--- src/hw/phy_regs_pkg.sv ---
package phy_regs_pkg;

  // ---------------------------------------------------------------
  // Register addresses
  // ---------------------------------------------------------------
  localparam logic [4:0] REG_CTRL_ADDR   = 5'h00;
  localparam logic [4:0] REG_STATUS_ADDR = 5'h01;

  // ---------------------------------------------------------------
  // Control field positions and reset values
  // ---------------------------------------------------------------
  localparam int CTRL_SPEED_LO_BIT   = 13;
  localparam int CTRL_AN_EN_BIT      = 12;
  localparam int CTRL_ISOLATE_BIT    = 10;
  localparam int CTRL_AN_RESTART_BIT = 9;
  localparam int CTRL_DUPLEX_BIT     = 8;
  localparam int CTRL_COL_TEST_BIT   = 7;
  localparam int CTRL_SPEED_HI_BIT   = 6;
  localparam logic SPEED_HI_RST      = 1'b1;
  localparam logic CTRL_BIT_RST      = 1'b0;

  // ---------------------------------------------------------------
  // Status field positions and constant bits
  // ---------------------------------------------------------------
  localparam int STAT_AN_DONE_BIT = 5;
  localparam int STAT_RFAULT_BIT  = 4;
  localparam int STAT_LINK_BIT    = 2;
  localparam logic [15:0] STATUS_FIXED = 16'h7948;

  // ---------------------------------------------------------------
  // Management frame fields
  // ---------------------------------------------------------------
  localparam logic [1:0] OP_READ      = 2'b10;
  localparam logic [1:0] OP_WRITE     = 2'b01;
  localparam logic [5:0] PREAMBLE_LEN = 6'd32;
  localparam logic [3:0] HDR_LAST     = 4'd11;
  localparam logic [3:0] DATA_LAST    = 4'd15;

  // ---------------------------------------------------------------
  // Timing
  // ---------------------------------------------------------------
  localparam int CLK_NS          = 8;
  localparam int BIT_NS          = 10;
  localparam int COL_ON_BITS     = 512;
  localparam int COL_OFF_BITS    = 4;
  localparam int COL_ON_MAX_CYC  = (COL_ON_BITS * BIT_NS) / CLK_NS;
  localparam int COL_OFF_MAX_CYC = (COL_OFF_BITS * BIT_NS) / CLK_NS;
  localparam logic [1:0] STRAP_WAIT = 2'h2;

  // One-hot speed: [2]=1000, [1]=100, [0]=10; reserved code gives none
  function automatic logic [2:0] speed_decode(input logic [1:0] code);
    case (code)
      2'b10:   speed_decode = 3'h4;
      2'b01:   speed_decode = 3'h2;
      2'b00:   speed_decode = 3'h1;
      default: speed_decode = 3'h0;
    endcase
  endfunction

endpackage

--- src/hw/mgmt_serial_slave.sv ---
`timescale 1ns/100ps
module mgmt_serial_slave
  import phy_regs_pkg::*;
(
  input  wire logic        ref_clk,
  input  wire logic        resetn,
  input  wire logic        mdc,
  input  wire logic        mdio_in,
  input  wire logic [4:0]  phy_addr,
  input  wire logic [15:0] rd_data,
  output logic             mdio_out,
  output logic             mdio_oe,
  output logic             rd_req,
  output logic             wr_stb,
  output logic [4:0]       reg_addr,
  output logic [15:0]      wr_data
);

  typedef enum logic [5:0] {
    S_IDLE = 6'b000001, S_ST = 6'b000010, S_HDR = 6'b000100,
    S_TA   = 6'b001000, S_WDAT = 6'b010000, S_RDAT = 6'b100000
  } mstate_t;

  mstate_t     state_r;
  logic [2:0]  mdc_r;
  logic [1:0]  mdio_r;
  logic [3:0]  cnt_r;
  logic [15:0] sh_r;
  logic [5:0]  ones_r;
  logic        need_pre_r;
  logic        is_read_r;
  logic        mine_r;

  wire        edge_w = mdc_r[1] & ~mdc_r[2];
  wire        bit_w  = mdio_r[1];
  wire [11:0] hdr_w  = {sh_r[10:0], bit_w};
  wire        op_ok  = (hdr_w[11:10] == OP_READ) || (hdr_w[11:10] == OP_WRITE);
  wire        pre_ok = !need_pre_r || (ones_r >= PREAMBLE_LEN);

  always_ff @(posedge ref_clk or negedge resetn) begin
    if (!resetn) begin
      mdc_r  <= 3'h0;
      mdio_r <= 2'h0;
    end else begin
      mdc_r  <= {mdc_r[1:0], mdc};
      mdio_r <= {mdio_r[0], mdio_in};
    end
  end

  always_ff @(posedge ref_clk or negedge resetn) begin
    if (!resetn) begin
      state_r    <= S_IDLE;
      cnt_r      <= 4'h0;
      sh_r       <= 16'h0000;
      ones_r     <= 6'h00;
      need_pre_r <= 1'b1;
      is_read_r  <= 1'b0;
      mine_r     <= 1'b0;
      mdio_out   <= 1'b0;
      mdio_oe    <= 1'b0;
      rd_req     <= 1'b0;
      wr_stb     <= 1'b0;
      reg_addr   <= 5'h00;
      wr_data    <= 16'h0000;
    end else begin
      rd_req <= 1'b0;
      wr_stb <= 1'b0;
      if (rd_req) begin
        sh_r <= rd_data;
      end else if (edge_w) begin
        case (state_r)
          S_IDLE: begin
            ones_r <= bit_w ? ((ones_r == PREAMBLE_LEN) ? ones_r : ones_r + 6'h01) : 6'h00;
            if (!bit_w && pre_ok) begin
              state_r <= S_ST;
            end
          end
          S_ST: begin
            ones_r <= 6'h00;
            if (bit_w) begin
              need_pre_r <= 1'b0;
              cnt_r      <= 4'h0;
              state_r    <= S_HDR;
            end else begin
              need_pre_r <= 1'b1;
              state_r    <= S_IDLE;
            end
          end
          S_HDR: begin
            sh_r  <= {sh_r[14:0], bit_w};
            cnt_r <= cnt_r + 4'h1;
            if (cnt_r == HDR_LAST) begin
              cnt_r <= 4'h0;
              if (op_ok) begin
                is_read_r <= (hdr_w[11:10] == OP_READ);
                mine_r    <= (hdr_w[9:5] == phy_addr);
                reg_addr  <= hdr_w[4:0];
                state_r   <= S_TA;
              end else begin
                need_pre_r <= 1'b1;
                state_r    <= S_IDLE;
              end
            end
          end
          S_TA: begin
            cnt_r <= cnt_r + 4'h1;
            if (cnt_r == 4'h0) begin
              if (is_read_r) begin
                mdio_oe  <= mine_r;
                mdio_out <= 1'b0;
                rd_req   <= mine_r;
              end else if (!bit_w) begin
                need_pre_r <= 1'b1;
                state_r    <= S_IDLE;
              end
            end else begin
              cnt_r <= 4'h0;
              if (is_read_r) begin
                mdio_out <= sh_r[15];
                sh_r     <= {sh_r[14:0], 1'b0};
                state_r  <= S_RDAT;
              end else if (bit_w) begin
                need_pre_r <= 1'b1;
                state_r    <= S_IDLE;
              end else begin
                state_r <= S_WDAT;
              end
            end
          end
          S_RDAT: begin
            cnt_r    <= cnt_r + 4'h1;
            mdio_out <= sh_r[15];
            sh_r     <= {sh_r[14:0], 1'b0};
            if (cnt_r == DATA_LAST) begin
              mdio_oe <= 1'b0;
              state_r <= S_IDLE;
            end
          end
          S_WDAT: begin
            cnt_r <= cnt_r + 4'h1;
            sh_r  <= {sh_r[14:0], bit_w};
            if (cnt_r == DATA_LAST) begin
              wr_stb  <= mine_r;
              wr_data <= {sh_r[14:0], bit_w};
              state_r <= S_IDLE;
            end
          end
          default: state_r <= S_IDLE;
        endcase
      end
    end
  end

endmodule

--- src/hw/col_test_gen.sv ---
`timescale 1ns/100ps
module col_test_gen
  import phy_regs_pkg::*;
(
  input  wire logic ref_clk,
  input  wire logic resetn,
  input  wire logic tx_en,
  input  wire logic col_test,
  input  wire logic isolate,
  output logic      col
);

  localparam int ON_LIM  = COL_ON_MAX_CYC;
  localparam int OFF_LIM = COL_OFF_MAX_CYC;

  logic tx_s1_r;
  logic tx_s2_r;

  always_ff @(posedge ref_clk or negedge resetn) begin
    if (!resetn) begin
      tx_s1_r <= 1'b0;
      tx_s2_r <= 1'b0;
      col     <= 1'b0;
    end else begin
      tx_s1_r <= tx_en;
      tx_s2_r <= tx_s1_r;
      col     <= tx_s2_r & col_test & ~isolate;
    end
  end

  property p_col_on;
    @(posedge ref_clk) disable iff (!resetn)
      $rose(tx_s2_r) && col_test && !isolate ##1 (col_test && !isolate)
      |-> ##[0:ON_LIM] col;
  endproperty
  a_col_on: assert property (p_col_on) else $error("col late after tx_en");

  property p_col_off;
    @(posedge ref_clk) disable iff (!resetn)
      $fell(tx_s2_r) |-> ##[1:OFF_LIM] !col;
  endproperty
  a_col_off: assert property (p_col_off) else $error("col held after tx_en");

endmodule

--- src/hw/phy_basic_regs.sv ---
`timescale 1ns/100ps
module phy_basic_regs
  import phy_regs_pkg::*;
(
  input  wire logic       ref_clk,
  input  wire logic       resetn,
  input  wire logic       mdc,
  input  wire logic       mdio_in,
  output logic            mdio_out,
  output logic            mdio_oe,
  input  wire logic [4:0] phy_addr_strap,
  input  wire logic       an_en_strap,
  input  wire logic       duplex_strap,
  input  wire logic       tx_en,
  output logic            col,
  input  wire logic       an_started,
  input  wire logic       an_complete,
  input  wire logic [1:0] an_speed,
  input  wire logic       an_full_duplex,
  input  wire logic       link_ok,
  input  wire logic       far_end_fault,
  input  wire logic       partner_rfault,
  output logic            mac_isolate,
  output logic            an_enable,
  output logic            an_restart_req,
  output logic [2:0]      speed_sel,
  output logic            full_duplex
);

  // ---------------------------------------------------------------
  // Strap capture
  // ---------------------------------------------------------------
  logic [6:0] strap_s1_r;
  logic [6:0] strap_s2_r;
  logic [1:0] cfg_cnt_r;
  logic       cfg_loaded_r;
  logic [4:0] phy_addr_r;

  wire load_w = (cfg_cnt_r == 2'h0) && !cfg_loaded_r;

  always_ff @(posedge ref_clk or negedge resetn) begin
    if (!resetn) begin
      strap_s1_r <= 7'h00;
      strap_s2_r <= 7'h00;
    end else begin
      strap_s1_r <= {phy_addr_strap, an_en_strap, duplex_strap};
      strap_s2_r <= strap_s1_r;
    end
  end

  always_ff @(posedge ref_clk or negedge resetn) begin
    if (!resetn) begin
      cfg_cnt_r    <= STRAP_WAIT;
      cfg_loaded_r <= 1'b0;
      phy_addr_r   <= 5'h00;
    end else begin
      if (cfg_cnt_r != 2'h0) begin
        cfg_cnt_r <= cfg_cnt_r - 2'h1;
      end
      if (load_w) begin
        cfg_loaded_r <= 1'b1;
        phy_addr_r   <= strap_s2_r[6:2];
      end
    end
  end

  // ---------------------------------------------------------------
  // Management access
  // ---------------------------------------------------------------
  logic        rd_req;
  logic        wr_stb;
  logic [4:0]  reg_addr;
  logic [15:0] wr_data;
  logic [15:0] rd_data;

  mgmt_serial_slave u_mgmt (
    .ref_clk  (ref_clk),
    .resetn   (resetn),
    .mdc      (mdc),
    .mdio_in  (mdio_in),
    .phy_addr (phy_addr_r),
    .rd_data  (rd_data),
    .mdio_out (mdio_out),
    .mdio_oe  (mdio_oe),
    .rd_req   (rd_req),
    .wr_stb   (wr_stb),
    .reg_addr (reg_addr),
    .wr_data  (wr_data)
  );

  wire wr_ctrl     = wr_stb && (reg_addr == REG_CTRL_ADDR) && cfg_loaded_r;
  wire stat_rd_stb = rd_req && (reg_addr == REG_STATUS_ADDR);

  // ---------------------------------------------------------------
  // Control register
  // ---------------------------------------------------------------
  logic speed_lo_r;
  logic an_en_r;
  logic isolate_r;
  logic restart_r;
  logic duplex_r;
  logic col_test_r;
  logic speed_hi_r;

  wire an_en_nxt   = wr_ctrl ? wr_data[CTRL_AN_EN_BIT] : an_en_r;
  wire restart_set = wr_ctrl && wr_data[CTRL_AN_RESTART_BIT] && wr_data[CTRL_AN_EN_BIT];
  wire restart_nxt = restart_set || (restart_r && !an_started && an_en_nxt);

  always_ff @(posedge ref_clk or negedge resetn) begin
    if (!resetn) begin
      speed_lo_r <= CTRL_BIT_RST;
      an_en_r    <= CTRL_BIT_RST;
      isolate_r  <= CTRL_BIT_RST;
      restart_r  <= CTRL_BIT_RST;
      duplex_r   <= CTRL_BIT_RST;
      col_test_r <= CTRL_BIT_RST;
      speed_hi_r <= SPEED_HI_RST;
    end else if (load_w) begin
      an_en_r  <= strap_s2_r[1];
      duplex_r <= strap_s2_r[0];
    end else begin
      restart_r <= restart_nxt;
      if (wr_ctrl) begin
        speed_lo_r <= wr_data[CTRL_SPEED_LO_BIT];
        an_en_r    <= wr_data[CTRL_AN_EN_BIT];
        isolate_r  <= wr_data[CTRL_ISOLATE_BIT];
        duplex_r   <= wr_data[CTRL_DUPLEX_BIT];
        col_test_r <= wr_data[CTRL_COL_TEST_BIT];
        speed_hi_r <= wr_data[CTRL_SPEED_HI_BIT];
      end
    end
  end

  // ---------------------------------------------------------------
  // Status latches
  // ---------------------------------------------------------------
  logic rfault_r;
  logic link_r;

  wire fault_w = far_end_fault || partner_rfault;

  always_ff @(posedge ref_clk or negedge resetn) begin
    if (!resetn) begin
      rfault_r <= 1'b0;
      link_r   <= 1'b0;
    end else begin
      rfault_r <= fault_w || (rfault_r && !stat_rd_stb);
      link_r   <= link_ok && (link_r || stat_rd_stb);
    end
  end

  // ---------------------------------------------------------------
  // Read data
  // ---------------------------------------------------------------
  wire [15:0] ctrl_rd = {2'b00, speed_lo_r, an_en_r, 1'b0, isolate_r, restart_r,
                         duplex_r, col_test_r, speed_hi_r, 6'h00};
  wire [15:0] stat_rd = STATUS_FIXED
                      | (16'(an_complete) << STAT_AN_DONE_BIT)
                      | (16'(rfault_r) << STAT_RFAULT_BIT)
                      | (16'(link_r) << STAT_LINK_BIT);

  assign rd_data = (reg_addr == REG_CTRL_ADDR)   ? ctrl_rd :
                   (reg_addr == REG_STATUS_ADDR) ? stat_rd : 16'h0000;

  // ---------------------------------------------------------------
  // Effective mode outputs
  // ---------------------------------------------------------------
  wire [2:0] speed_nxt  = an_en_r ? speed_decode(an_speed)
                                  : speed_decode({speed_hi_r, speed_lo_r});
  wire       duplex_nxt = an_en_r ? an_full_duplex : duplex_r;

  always_ff @(posedge ref_clk or negedge resetn) begin
    if (!resetn) begin
      mac_isolate    <= 1'b0;
      an_enable      <= 1'b0;
      an_restart_req <= 1'b0;
      speed_sel      <= 3'h0;
      full_duplex    <= 1'b0;
    end else begin
      mac_isolate    <= isolate_r;
      an_enable      <= an_en_r;
      an_restart_req <= restart_r;
      speed_sel      <= speed_nxt;
      full_duplex    <= duplex_nxt;
    end
  end

  col_test_gen u_col (
    .ref_clk  (ref_clk),
    .resetn   (resetn),
    .tx_en    (tx_en),
    .col_test (col_test_r),
    .isolate  (isolate_r),
    .col      (col)
  );

  // ---------------------------------------------------------------
  // Checks
  // ---------------------------------------------------------------
  property p_isolate;
    @(posedge ref_clk) disable iff (!resetn)
      wr_ctrl |-> ##2 (mac_isolate == $past(wr_data[CTRL_ISOLATE_BIT], 2));
  endproperty
  a_isolate: assert property (p_isolate) else $error("isolate not applied");

  property p_restart_hold;
    @(posedge ref_clk) disable iff (!resetn)
      restart_r && !an_started && !wr_ctrl |=> restart_r;
  endproperty
  a_restart_hold: assert property (p_restart_hold) else $error("restart lost");

  property p_restart_clear;
    @(posedge ref_clk) disable iff (!resetn)
      an_started && !restart_set |=> !restart_r ##1 !an_restart_req;
  endproperty
  a_restart_clear: assert property (p_restart_clear) else $error("restart stuck");

  property p_restart_ignored;
    @(posedge ref_clk) disable iff (!resetn)
      wr_ctrl && !wr_data[CTRL_AN_EN_BIT] |=> !restart_r;
  endproperty
  a_restart_ignored: assert property (p_restart_ignored) else $error("restart taken");

  property p_restart_zero;
    @(posedge ref_clk) disable iff (!resetn)
      wr_ctrl && wr_data[CTRL_AN_EN_BIT] && restart_r && !an_started |=> restart_r;
  endproperty
  a_restart_zero: assert property (p_restart_zero) else $error("restart cleared");

  property p_forced_duplex;
    @(posedge ref_clk) disable iff (!resetn)
      !an_en_r |=> (full_duplex == $past(duplex_r));
  endproperty
  a_forced_duplex: assert property (p_forced_duplex) else $error("duplex wrong");

  property p_speed_reset;
    @(posedge ref_clk) disable iff (!resetn)
      !cfg_loaded_r |-> speed_hi_r && !speed_lo_r;
  endproperty
  a_speed_reset: assert property (p_speed_reset) else $error("speed reset wrong");

  property p_speed_1000;
    @(posedge ref_clk) disable iff (!resetn)
      !an_en_r && speed_hi_r && !speed_lo_r |=> speed_sel == 3'h4;
  endproperty
  a_speed_1000: assert property (p_speed_1000) else $error("speed decode wrong");

  property p_an_follow;
    @(posedge ref_clk) disable iff (!resetn)
      an_en_r |=> full_duplex == $past(an_full_duplex);
  endproperty
  a_an_follow: assert property (p_an_follow) else $error("forced bits used");

  property p_rfault_latch;
    @(posedge ref_clk) disable iff (!resetn)
      fault_w ##1 !stat_rd_stb [*2] |=> rfault_r;
  endproperty
  a_rfault_latch: assert property (p_rfault_latch) else $error("fault not held");

  property p_link_low;
    @(posedge ref_clk) disable iff (!resetn)
      !link_ok |=> !link_r;
  endproperty
  a_link_low: assert property (p_link_low) else $error("link not dropped");

  property p_link_rise;
    @(posedge ref_clk) disable iff (!resetn)
      $rose(link_r) |-> $past(stat_rd_stb);
  endproperty
  a_link_rise: assert property (p_link_rise) else $error("link rose unread");

  property p_snapshot;
    @(posedge ref_clk) disable iff (!resetn)
      stat_rd_stb && rfault_r && !fault_w |-> rd_data[STAT_RFAULT_BIT] ##1 !rfault_r;
  endproperty
  a_snapshot: assert property (p_snapshot) else $error("read lost fault");

endmodule

--- config.mk ---
export PLATFORM = sky130hd
export DESIGN_NAME = phy_basic_regs
export DESIGN_NICKNAME = d
export VERILOG_FILES = /design/src/hw/phy_regs_pkg.sv /design/src/hw/mgmt_serial_slave.sv /design/src/hw/col_test_gen.sv /design/src/hw/phy_basic_regs.sv
export SDC_FILE = /design/constraint.sdc
export NUM_CORES = 1
export LEC_CHECK = 0
export ABC_CLOCK_PERIOD_IN_PS = 7700
export BUFFER_PORTS_ARGS = -buffer_cell sky130_fd_sc_hd__buf_2
export CAP_MARGIN = 0
export CORE_MARGIN = 5
export CORE_UTILIZATION = 37
export DETAILED_ROUTE_END_ITERATION = 8
export HOLD_SLACK_MARGIN = 0.1
export PLACE_DENSITY = 0.62
export REMOVE_ABC_BUFFERS = 1
export SLEW_MARGIN = 20
export SYNTH_ARGS = -nofsm -noshare
export SYNTH_HDL_FRONTEND = slang
export SYNTH_HIERARCHICAL = 1
export SYNTH_SLANG_ARGS = --single-unit
--- constraint.sdc ---
create_clock -name ref_clk -period 7.7 [get_ports ref_clk]
set_clock_uncertainty 0.1 [all_clocks]
set_input_delay 0.77 -clock ref_clk [delete_from_list [all_inputs] [get_ports ref_clk]]
set_output_delay 0.77 -clock ref_clk [all_outputs]
set_load 0.02 [all_outputs]
==> flow_metrics.py <==
metrics = {
    "run_status": {
        "status": "completed",
    },
    "worst_setup_path": {
        "critPathCaptureType": "register",
        "timing.critical_path.from_type": "register",
        "cp_required_ns": 7.88,
        "path_class": "reg2reg",
        "worst_path_dominant_cell_family": "simple AND/OR/NAND/NOR gates",
        "worst-r2r-setup-slack_ns": 4.91,
        "critical_path_buf_inv_count": 0,
        "crit_path_cell_trace": "or4b_4 > nor4_4 > a2bb2oi_2 > nor2_1 > a221o_2",
        "critPathMaxFanout": 14,
        "critPathMaxStageDelay_ns": 0.78,
        "crit_arrival_ns": 2.98,
        "slowest_stage": "sky130_fd_sc_hd__nor2_1",
    },
    "floorplan": {
        "num_rows": 39,
        "i_o_pin_total": 30,
        "dieArea_um2": 14000,
        "fp.coreArea_um2": 11500,
        "die_y_um": 118,
        "initial_core_util_pct": 37.9,
        "die-width_um": 118,
    },
    "timing": {
        "min_period_ns": 2.79,
        "setup-violations-final": 0,
        "rsz0062_at_grt": "false",
        "final_max_slew_viol_count": 0,
        "timing.max_slew.rel_slack_pct": 32.9,
        "maxClockFrequency_mhz": 358,
        "timing.final.crit_share_pct": 36.3,
        "final_hold_viol_count": 0,
        "tightestPinTransition_ns": 1.00,
        "setup-tns-final_ns": 0,
    },
    "pwr": {
        "clock_power_share_pct": 39.9,
        "netSwitchingPower_w": 0.000310,
        "pwr_dens_nw_per_um2": 245,
        "cell_leakage_power_nw": 2.26,
        "vdd.ir_drop.worst_v": 0.000114,
        "internal_power_w": 0.000893,
        "power.share.switching_pct": 25.7,
        "seqPwrFrac_pct": 48.1,
        "combinationalPowerShare_pct": 12.0,
    },
    "flow_run": {
        "max_cap_violations": 0,
    },
    "routing": {
        "avgRoutedWirePerCell_um": 15.3,
        "wl_um": 8400,
        "drt_drc_violations_left": 0,
        "drt-vias-per-instance": 5.30,
        "dr.first_iter.drc_count": 237,
        "detailroute.via_count": 2916,
        "detailedRoute.firstPassIterationCount": 4,
        "detail-route-antenna-nets": 0,
    },
    "synth": {
        "syn-instance-count": 373,
        "synth_cell_area_um2": 4340,
        "syn_avg_cell_area_um2": 11.6,
        "count_of_synthesis_stage_warnings_from_yosys": 6,
    },
    "placement": {
        "final_weighted_congestion_of_routability_driven_global_placement": 0.940,
        "numPortBuffers": 29,
        "place.detailed.hpwl_um": 5800,
        "placedCellCount": 534,
    },
    "cells_and_area": {
        "layout.cells.non_filler": 550,
        "antenna_cells_inserted": 0,
        "layout-drive-gt1-share_pct": 22.1,
        "layout_common_cells": "93 x sky130_fd_sc_hd__dfrtp_1, 35 x sky130_fd_sc_hd__nand2_1, 28 x sky130_fd_sc_hd__buf_2",
        "synthesis_to_layout_area_growth_pct": 13.0,
        "layout.nets": 428,
        "final_common_cell": "sky130_fd_sc_hd__dfrtp_1",
    },
    "grt": {
        "first_global_vias": 2849,
        "grt_overflow": 0,
        "grt_first_pass_wirelength_um": 14600,
        "grt_usage_pct": 12.6,
        "grt_antenna_before_repair": 0,
        "grt_max_degree": 65,
    },
    "clocking": {
        "numCtsBuffers": 9,
        "register_clock_pin_slew_on_the_reported_worst_setup_and_hold_paths_ns": 0.07,
        "worst_skew_pair.late_latency_ns": 0.34,
        "post_cts_hold_buffer_count": 0,
        "cts-resized-gates": 0,
        "clockRootBuffer": "sky130_fd_sc_hd__clkbuf_16",
        "clock-sinks": 97,
        "cts.path.max_buffers": 2,
        "cts_tree": "done",
        "ctsHtreeMaxLevel": 3,
        "cts_post_setup_buffers_inserted": 0,
    },
    "hold_path": {
        "hp-class": "reg2reg",
    },
}
## cell type report
| cell class | instances | area (um2) |
|---|---|---|
| fillers | 1037 | 6560 |
| clock buffers | 11 | 233 |
| well taps | 143 | 179 |
| inverters | 17 | 63.8 |
| repair buffers | 31 | 163 |
| flip-flops and latches | 97 | 2430 |
| multi-input cells | 246 | 1750 |
| clock inverters | 5 | 86.3 |
## flip-flops by register name (all words and copies together) (netlist names), 3 cells and up
register,flops
u_mgmt/mdc_r,3
speed_sel,3
u_mgmt/ones_r,6
u_mgmt/reg_addr,5
u_mgmt/cnt_r,4
u_mgmt/sh_r,16
strap_s2_r,7
phy_addr_r,5
u_mgmt/wr_data,7
u_mgmt/state_r,6
strap_s1_r,7
## metrics by stage
step	total power (W)	instance area [um2]	utilization (%)	setup WS [ns]	hold slack (ns)
6_report	0.00120	4910	42.8	4.91	0.250
2_1_floorplan	0.000683	4250	-	5.25	0.231
4_1_cts	0.00122	4910	42.8	4.92	0.251
5_1_grt	0.00126	4910	42.8	4.79	0.254
3_5_place_dp	0.000733	4590	40.0	4.93	0.236
3_3_place_gp	0.000727	4590	40.0	5.03	0.234
## power by group through the flow
| stage | Clock, W | Sequential [W] | Combinational [W] |
|---|---|---|---|
| 3_3_place_gp | 0 | 0.000586 | 0.000142 |
| 2_1_floorplan | 0 | 0.000577 | 0.000106 |
| 6_report | 0.000480 | 0.000579 | 0.000144 |
| 5_1_grt | 0.000510 | 0.000585 | 0.000162 |
| 3_5_place_dp | 0 | 0.000588 | 0.000145 |
| 4_1_cts | 0.000493 | 0.000578 | 0.000146 |
## worst paths after layout
check                                   to         startpoint  cells after the start
max                         u_mgmt/sh_r[9]  u_mgmt/state_r[2]                      5
min in group asynchronous     speed_sel[0]             resetn                      1
max in group asynchronous  u_mgmt/mdio_out             resetn                      2
max reg2reg                 u_mgmt/sh_r[9]  u_mgmt/state_r[2]                      5
min                          strap_s2_r[0]      strap_s1_r[0]                      0
min reg2reg                  strap_s2_r[0]      strap_s1_r[0]                      0
## routing by layer
| metal | GRT usage [%] | wire (um) | vias up |
|---|---|---|---|
| met1 | 16.8 | 3890 | 1434 |
| met2 | 19.4 | 3920 | 76 |
| met3 | 2.05 | 335 | 17 |
| met4 | 7.46 | 256 | 0 |
| met5 | 0 | 0 | - |
| li1 | - | - | 1389 |
Power figures use the tool's default switching activity.
